==> config.mk <==
export PLATFORM = sky130hd
export DESIGN_NAME = acl_regs
export DESIGN_NICKNAME = d
export VERILOG_FILES = /design/src/hdl/acl_regs.v /design/src/hdl/acl_corr.v
export VERILOG_INCLUDE_DIRS = /design/src /design/src/hdl
export SDC_FILE = /design/constraint.sdc
export NUM_CORES = 2
export LEC_CHECK = 0
export BUFFER_PORTS_ARGS = -buffer_cell sky130_fd_sc_hd__buf_2
export CORE_UTILIZATION = 25
export CTS_CLUSTER_DIAMETER = 100
export CTS_CLUSTER_SIZE = 10
export DETAILED_ROUTE_END_ITERATION = 12
export GPL_ROUTABILITY_DRIVEN = 0
export PLACE_DENSITY = 0.42
export SYNTH_ARGS = -nofsm -noshare
export SYNTH_HDL_FRONTEND = slang
export SYNTH_SLANG_ARGS = --single-unit
==> constraint.sdc <==
create_clock -name core_clk_i -period 73.8 [get_ports core_clk_i]
set_input_delay 7.38 -clock core_clk_i [delete_from_list [all_inputs] [get_ports core_clk_i]]
set_output_delay 7.38 -clock core_clk_i [all_outputs]
set_load 0.02 [all_outputs]
==> src/hdl/acl_defs.vh <==
// Register offsets, field positions, reset values and timing counts for the config/lock bank
`ifndef ACL_DEFS_VH
`define ACL_DEFS_VH
`define ACL_ADDR_CFG        5'h0E
`define ACL_ADDR_OFF0       5'h0F
`define ACL_ADDR_GAIN0      5'h10
`define ACL_ADDR_OFF1       5'h11
`define ACL_ADDR_GAIN1      5'h12
`define ACL_ADDR_LOCK       5'h1F
`define ACL_SRST_LSB        16
`define ACL_SHDN_LSB        8
`define ACL_EXTERNAL_REFERENCE_SELECT_BIT     7
`define ACL_EXTERNAL_CLOCK_SELECT_BIT      6
`define ACL_CFG_WMASK       24'h0303C0
`define ACL_CFG_RESET       24'h000040
`define ACL_PASSWORD        8'hA5
`define ACL_CRC_PERIOD      12
`define ACL_GAIN_LATENCY    24
`define ACL_CRC_POLY        16'h8005
`define ACL_CRC_INIT        16'h0000
`endif

==> src/hdl/acl_regs.v <==
// Configuration, calibration and map-lock register bank with map checksum
// Functional notes
// - Two soft-reset bits, one per channel, 1 holds channel in reset, reset 0.
// - Two shutdown bits, one per channel, 1 powers channel down, reset 0.
// - External reference select 1 disables internal reference; 0 enables it.
// - External clock select resets 1; 1 disables crystal, 0 enables it.
// - Unused configuration bits read zero and ignore writes.
// - Offset enabled adds signed 24-bit offset to raw channel code.
// - Offset values ignored when disabled but not cleared.
// - Gain enabled multiplies corrected code by gain plus one, LSB 2^-23.
// - Gain is signed fraction; multiplier spans zero to just under two.
// - Gain values ignored when disabled but preserved.
// - Lock equal password: all writable, checksum zero, interrupt clear, no calc.
// - Lock field resets to password, map starts unlocked.
// - Lock not password: only lock register writable.
// - Locked: checksum computed continuously, interrupt raised if enabled.
// - Checksum is read-only, updated every 12 master clock periods.
// - Checksum is CRC-16 over the configuration, offset and gain register contents, not the lock register.
// - Gain correction delays results and ready pulses by 24 clocks.
// - Offset correction, reset disabled, adds no latency.
`timescale 1ns/10ps
`include "acl_defs.vh"
module acl_regs #(
	parameter W = 24
) (
	input  wire              core_clk_i,
	input  wire              rst_i,
	input  wire              reg_wr_i,
	input  wire              reg_rd_i,
	input  wire [4:0]        reg_addr_i,
	input  wire [W-1:0]      reg_wdata_i,
	output reg  [W-1:0]      reg_rdata_o,
	output wire              reg_wr_refused_o,
	input  wire              offset_correction_enable_i,
	input  wire              gain_correction_enable_i,
	input  wire              crc_int_enable_i,
	input  wire [1:0]        raw_valid_i,
	input  wire [2*W-1:0]    raw_code_i,
	output wire [1:0]        res_valid_o,
	output wire [2*W-1:0]    res_code_o,
	output wire [1:0]        channel_soft_reset_o,
	output wire [1:0]        channel_shutdown_o,
	output wire              internal_reference_enable_o,
	output wire              crystal_oscillator_enable_o,
	output wire              external_clock_select_o,
	output wire              map_locked_o,
	output reg               crc_int_o,
	output wire [15:0]       map_checksum_o
);
	localparam NREG = 5;
	localparam NBIT = NREG * W;

	reg  [W-1:0]  cfg_reg;
	reg  [W-1:0]  off_reg  [0:1];
	reg  [W-1:0]  gain_reg [0:1];
	reg  [7:0]    lock_reg;
	reg  [15:0]   crc_reg;
	reg  [15:0]   crc_acc_reg;
	reg  [6:0]    bit_cnt_reg;
	reg  [3:0]    tick_cnt_reg;
	reg  [15:0]   crc_last_reg;
	wire          unlocked;
	wire          wr_lock;
	wire [NBIT-1:0] image;
	wire          msg_bit;
	wire          fb;
	wire          scan_done;

	// Address decode used for writes and reads
	function [2:0] sel_of;
		input [4:0] a;
		begin
			if (a == `ACL_ADDR_CFG)
				sel_of = 3'h0;
			else if (a == `ACL_ADDR_OFF0)
				sel_of = 3'h1;
			else if (a == `ACL_ADDR_GAIN0)
				sel_of = 3'h2;
			else if (a == `ACL_ADDR_OFF1)
				sel_of = 3'h3;
			else if (a == `ACL_ADDR_GAIN1)
				sel_of = 3'h4;
			else if (a == `ACL_ADDR_LOCK)
				sel_of = 3'h5;
			else
				sel_of = 3'h7;
		end
	endfunction

	assign unlocked = (lock_reg == `ACL_PASSWORD);
	assign wr_lock  = reg_wr_i && (sel_of(reg_addr_i) == 3'h5);
	// Writes to map registers while locked are dropped
	assign reg_wr_refused_o = reg_wr_i && !unlocked && (sel_of(reg_addr_i) <= 3'h4);

	always @(posedge core_clk_i or posedge rst_i) begin
		if (rst_i) begin
			cfg_reg     <= `ACL_CFG_RESET;
			off_reg[0]  <= {W{1'b0}};
			off_reg[1]  <= {W{1'b0}};
			gain_reg[0] <= {W{1'b0}};
			gain_reg[1] <= {W{1'b0}};
			lock_reg    <= `ACL_PASSWORD;
		end else begin
			if (wr_lock)
				lock_reg <= reg_wdata_i[23:16];
			if (reg_wr_i && unlocked) begin
				if (sel_of(reg_addr_i) == 3'h0)
					cfg_reg <= reg_wdata_i & `ACL_CFG_WMASK;
				else if (sel_of(reg_addr_i) == 3'h1)
					off_reg[0] <= reg_wdata_i;
				else if (sel_of(reg_addr_i) == 3'h2)
					gain_reg[0] <= reg_wdata_i;
				else if (sel_of(reg_addr_i) == 3'h3)
					off_reg[1] <= reg_wdata_i;
				else if (sel_of(reg_addr_i) == 3'h4)
					gain_reg[1] <= reg_wdata_i;
			end
		end
	end

	// Read data, registered; unmapped reads zero
	always @(posedge core_clk_i or posedge rst_i) begin
		if (rst_i) begin
			reg_rdata_o <= {W{1'b0}};
		end else if (reg_rd_i) begin
			if (sel_of(reg_addr_i) == 3'h0)
				reg_rdata_o <= cfg_reg;
			else if (sel_of(reg_addr_i) == 3'h1)
				reg_rdata_o <= off_reg[0];
			else if (sel_of(reg_addr_i) == 3'h2)
				reg_rdata_o <= gain_reg[0];
			else if (sel_of(reg_addr_i) == 3'h3)
				reg_rdata_o <= off_reg[1];
			else if (sel_of(reg_addr_i) == 3'h4)
				reg_rdata_o <= gain_reg[1];
			else if (sel_of(reg_addr_i) == 3'h5)
				reg_rdata_o <= {lock_reg, crc_reg};
			else
				reg_rdata_o <= {W{1'b0}};
		end
	end

	assign channel_soft_reset_o        = cfg_reg[`ACL_SRST_LSB+1:`ACL_SRST_LSB];
	assign channel_shutdown_o          = cfg_reg[`ACL_SHDN_LSB+1:`ACL_SHDN_LSB];
	assign internal_reference_enable_o = ~cfg_reg[`ACL_EXTERNAL_REFERENCE_SELECT_BIT];
	assign external_clock_select_o     = cfg_reg[`ACL_EXTERNAL_CLOCK_SELECT_BIT];
	assign crystal_oscillator_enable_o = ~cfg_reg[`ACL_EXTERNAL_CLOCK_SELECT_BIT];
	assign map_locked_o                = ~unlocked;

	// Message image: lowest address in the top bits, scanned MSB first
	assign image   = {cfg_reg, off_reg[0], gain_reg[0], off_reg[1], gain_reg[1]};
	assign msg_bit = image[NBIT-1-bit_cnt_reg];
	assign fb      = msg_bit ^ crc_acc_reg[15];
	assign scan_done = (bit_cnt_reg == NBIT[6:0] - 7'd1);

	// Serial CRC walk over the image, one bit per clock
	always @(posedge core_clk_i or posedge rst_i) begin
		if (rst_i) begin
			crc_acc_reg  <= `ACL_CRC_INIT;
			bit_cnt_reg  <= 7'd0;
			crc_last_reg <= 16'h0000;
		end else if (unlocked) begin
			crc_acc_reg  <= `ACL_CRC_INIT;
			bit_cnt_reg  <= 7'd0;
			crc_last_reg <= 16'h0000;
		end else begin
			crc_acc_reg <= {crc_acc_reg[14:0], 1'b0} ^ (fb ? `ACL_CRC_POLY : 16'h0000);
			if (scan_done) begin
				bit_cnt_reg  <= 7'd0;
				crc_last_reg <= {crc_acc_reg[14:0], 1'b0} ^ (fb ? `ACL_CRC_POLY : 16'h0000);
				crc_acc_reg  <= `ACL_CRC_INIT;
			end else begin
				bit_cnt_reg <= bit_cnt_reg + 7'd1;
			end
		end
	end

	// Visible checksum refreshed every period of master clocks
	always @(posedge core_clk_i or posedge rst_i) begin
		if (rst_i) begin
			tick_cnt_reg <= 4'h0;
			crc_reg      <= 16'h0000;
			crc_int_o    <= 1'b0;
		end else if (unlocked) begin
			tick_cnt_reg <= 4'h0;
			crc_reg      <= 16'h0000;
			crc_int_o    <= 1'b0;
		end else begin
			if (tick_cnt_reg == 4'd`ACL_CRC_PERIOD - 4'd1) begin
				tick_cnt_reg <= 4'h0;
				crc_reg      <= crc_last_reg;
			end else begin
				tick_cnt_reg <= tick_cnt_reg + 4'h1;
			end
			crc_int_o <= crc_int_enable_i;
		end
	end
	assign map_checksum_o = crc_reg;

	genvar c;
	generate
		for (c = 0; c < 2; c = c + 1) begin : g_ch
			acl_corr #(
				.W   (W),
				.LAT (`ACL_GAIN_LATENCY)
			) u_corr (
				.core_clk_i  (core_clk_i),
				.rst_i       (rst_i | cfg_reg[`ACL_SRST_LSB+c]),
				.raw_valid_i (raw_valid_i[c] & ~cfg_reg[`ACL_SHDN_LSB+c]),
				.raw_code_i  (raw_code_i[c*W +: W]),
				.off_en_i    (offset_correction_enable_i),
				.gain_en_i   (gain_correction_enable_i),
				.off_val_i   (off_reg[c]),
				.gain_val_i  (gain_reg[c]),
				.res_valid_o (res_valid_o[c]),
				.res_code_o  (res_code_o[c*W +: W])
			);
		end
	endgenerate
endmodule // acl_regs

==> src/hdl/acl_corr.v <==
// Per-channel offset and gain correction datapath
`timescale 1ns/10ps
`include "acl_defs.vh"
module acl_corr #(
	parameter W   = 24,
	parameter LAT = `ACL_GAIN_LATENCY
) (
	input  wire              core_clk_i,
	input  wire              rst_i,
	input  wire              raw_valid_i,
	input  wire [W-1:0]      raw_code_i,
	input  wire              off_en_i,
	input  wire              gain_en_i,
	input  wire [W-1:0]      off_val_i,
	input  wire [W-1:0]      gain_val_i,
	output reg               res_valid_o,
	output reg  [W-1:0]      res_code_o
);
	wire signed [W-1:0]   off_code;
	wire signed [W+1:0]   mult;
	wire signed [2*W+1:0] prod;
	wire signed [W-1:0]   gain_code;
	reg         [W-1:0]   dly_code [0:LAT-1];
	reg         [LAT-1:0] dly_vld;
	integer               i;

	// Offset is combinational, no latency added
	assign off_code  = off_en_i ? $signed(raw_code_i + off_val_i) : $signed(raw_code_i);
	// Multiplier is gain+1 with 2^-23 weight: 0 .. just under 2
	assign mult      = {{2{gain_val_i[W-1]}}, gain_val_i} + {2'b01, {W{1'b0}}} - {2'b00, 1'b1, {(W-1){1'b0}}};
	assign prod      = off_code * mult;
	assign gain_code = prod[2*W-2:W-1];

	always @(posedge core_clk_i or posedge rst_i) begin
		if (rst_i) begin
			dly_vld <= {LAT{1'b0}};
			for (i = 0; i < LAT; i = i + 1)
				dly_code[i] <= {W{1'b0}};
		end else begin
			dly_vld     <= {dly_vld[LAT-2:0], raw_valid_i};
			dly_code[0] <= gain_code;
			for (i = 1; i < LAT; i = i + 1)
				dly_code[i] <= dly_code[i-1];
		end
	end

	always @(posedge core_clk_i or posedge rst_i) begin
		if (rst_i) begin
			res_valid_o <= 1'b0;
			res_code_o  <= {W{1'b0}};
		end else if (gain_en_i) begin
			// Gain path delays results and ready pulses
			res_valid_o <= dly_vld[LAT-1];
			res_code_o  <= dly_code[LAT-1];
		end else begin
			res_valid_o <= raw_valid_i;
			res_code_o  <= off_code;
		end
	end
endmodule // acl_corr

==> impl_metrics.tcl <==
set metrics [dict create \
    status "finished, final reports clean" \
    fin_crit_ns 16.70 \
    area_delta_synth_final_pct 13.3 \
    antenna_found_initial 25 \
    power_density_mw_per_mm2 23.1 \
    ant_nets 0 \
    cp-end-kind "flip-flop" \
    whs_ns 0.257 \
    mostFrequentLayoutCells "dfrtp_1 (1,425), inv_1 (1,083), fa_1 (964)" \
    yosysWarnings 0 \
    drv_cap 0 \
    slowest_delay_ns 0.52 \
    synth_area_mm2 0.0810 \
    cts_buffer_depth 4 \
    syn-num-nets 8177 \
    synth_edf_count 0 \
    final_common_cell "dfrtp_1" \
    regMostFlops "g_ch.u_corr.dly_code" \
    cp_common_cell "fa_1" \
    drc 0 \
    core_area_mm2 0.322 \
    numClockSinks 1444 \
    hp-start "g_ch[0].u_corr.dly_code[143]" \
    place_hpwl_mm 161 \
    r2r_slack_ns 62.99 \
    fmax_mhz 59.9 \
    layout-drive-gt1-share_pct 11.3 \
    grt_max_degree 179 \
    grt_pass1_vias 52800 \
    utilization_pct 28.5 \
    ys_ff_latch 1444 \
    dpl_worst_slack_ns 56.35 \
    cts.repair.resized 0 \
    min_path_cells 0 \
    synth.largest_area_cell "dfrtp_1" \
    r2r-end "g_ch[1].u_corr.dly_code[575]" \
    whs_endpoint "g_ch[0].u_corr.dly_code[119]" \
    fin_ws_ns 57.10 \
    row_count 208 \
    largest_reg_flops 1152 \
    crit_fanout 50 \
    fill_cells 33200 \
    grt_util_all_layers_pct 13.9 \
    synth_cells 6706 \
    async_flop_share_pct 100 \
    grt_overflow 0 \
    grt_pass1_wl_mm 342 \
    cts_made_buffers 170 \
    hold_class "flip-flop to flip-flop" \
    final_cell_count_no_fill 11200 \
    dr_total_vias 47500 \
    cts_tree "yes" \
    cpMaxStageDelayCell "fa_1" \
    setup_viol 0 \
    tightest_slew_ns 1.27 \
    reg2reg_from "image[24]" \
    cts-htree-levels 4 \
    synth-main-ff-cell "dfrtp_1" \
    hold_viol_final 0 \
    dp_cells 11000 \
    drtIter0Drc 2409 \
    timing.final.crit_share_pct 22.6 \
    cts.clk_slew.worst_paths_ns 0.06 \
    cts_hold_buffers 0 \
    synth_top_area_share_pct 44.5 \
    die_w_um 571 \
    p_leak_nw 43.5 \
    startpoint_type "primary input" \
    portBuffers 185 \
    rsz0062_at_grt "no" \
    drt_wl_total_mm 222 \
    cts-root-buf "clkbuf_16" \
    synth_area_leaders "dfrtp_1 (44%), fa_1 (24%), ha_1 (6.5%)" \
    yosysSeqAreaShare_pct 44.6 \
    io_pins 186 \
    die_area_mm2 0.326 \
    vdd_ir_drop_max_uv 20.9 \
    synth_cell_type_count 90 \
    drv_slew 0 \
    viasPerCell 4.24 \
    crit_arrival_ns 17.44 \
    r2r_cells 37 \
    die-height_um 571 \
    detail_route.wl_per_cell_um 19.8 \
    post_cts_buffers 0 \
    required_ns 74.54 \
    maxSlewHeadroom_pct 15.6 \
    tns_ns 0 \
    clock_latency_ns 0.85 \
    fin_nets 8299 \
    first_pass_iters 5 \
    path_class "primary input to flip-flop" \
    start_util_pct 25.2 \
    worst_clock_skew_ns 0.0929 \
    syn_avg_cell_area_um2 12.1 \
]
[where the power goes]
group | internal (mW) | switching [mW] | total, mW | leakage [nW]
combinational | 0.0705 | 0.141 | 0.212 | 24.0
clock | 0.426 | 0.310 | 0.736 | 2.28
sequential | 1.08 | 0.0891 | 1.17 | 17.2
[final cells by class]
cell class                 instances  area, um2  area share (%)
multi-input combinational       3838      39700            43.2
sequential                      1444      36200            39.4
tap                             4305       5390            5.87
clock buffer                     189       4360            4.75
inverter                        1085       4080            4.45
timing repair buffer             289       1740            1.89
clock inverter                    18        329           0.359
antenna                           34       85.1          0.0927
[worst max-delay path: cells and delay by family]
kind            cells  cell delay, ns
buf+inv             6            0.59
fa+ha+maj          10            4.25
xor+xnor            1            0.21
simple gates        7            1.42
compound gates     14            3.55
[worst max path at each step]
stage / to / slack, ns / startpoint / cells after the start
2_1_floorplan: g_ch[0].u_corr.dly_code[0] / 28.75 / rst_i / 1
3_3_place_gp: g_ch[1].u_corr.dly_code[575] / 56.35 / raw_code_i[24] / 38
3_5_place_dp: g_ch[1].u_corr.dly_code[575] / 56.35 / raw_code_i[24] / 38
4_1_cts: g_ch[1].u_corr.dly_code[575] / 57.27 / raw_code_i[24] / 38
5_1_grt: g_ch[1].u_corr.dly_code[575] / 56.56 / raw_code_i[24] / 38
6_report: g_ch[1].u_corr.dly_code[575] / 57.10 / raw_code_i[24] / 38
[routing by layer]
layer	track usage, %	share of wire, %
met4	5.12	3.9
met1	18.1	43
met5	0	0.011
met2	23.5	49
met3	2.10	4.3
[per-stage QoR]
step / area, um2 / power (mW)
floorplan: 81000 / 1.29
global placement: 87000 / 1.40
detailed placement: 87000 / 1.40
CTS: 91700 / 2.17
global route: 91800 / 2.25
finish: 91800 / 2.12
[synth_stat cells (13+ instances only)]
master    number
and3_1        31
xnor2_1       64
a21o_1        46
o21a_1        18
a21oi_1      152
ha_1         421
fa_1         964
mux2i_1       40
and2_1       336
nor3_1        37
nand2b_1      50
a221oi_1      20
and4_1        19
or2_2         19
clkbuf_1     304
nand3_1       43
nand4_1       21
nor2b_1      126
or3_1         13
a311oi_1      18
mux2_2       174
nor2_1       187
mux4_2        31
inv_1       1085
nand2_1      791
a211oi_1      19
o21ai_0       35
a211o_1       15
dfrtp_1     1439
xor2_1        35
buf_1         13
[logic make-up after synthesis]
family	Yosys count	share of synthesized area, %
and+or+nand+nor	1699	10.1
DFF	1444	44.6
buffers and inverters	1424	6.66
adders and majority gates	1385	30.3
AOI/OAI and AO/OA	409	3.39
muxes	245	3.78
xor gates and xnor gates	100	1.10
Power figures use the tool's default switching activity.
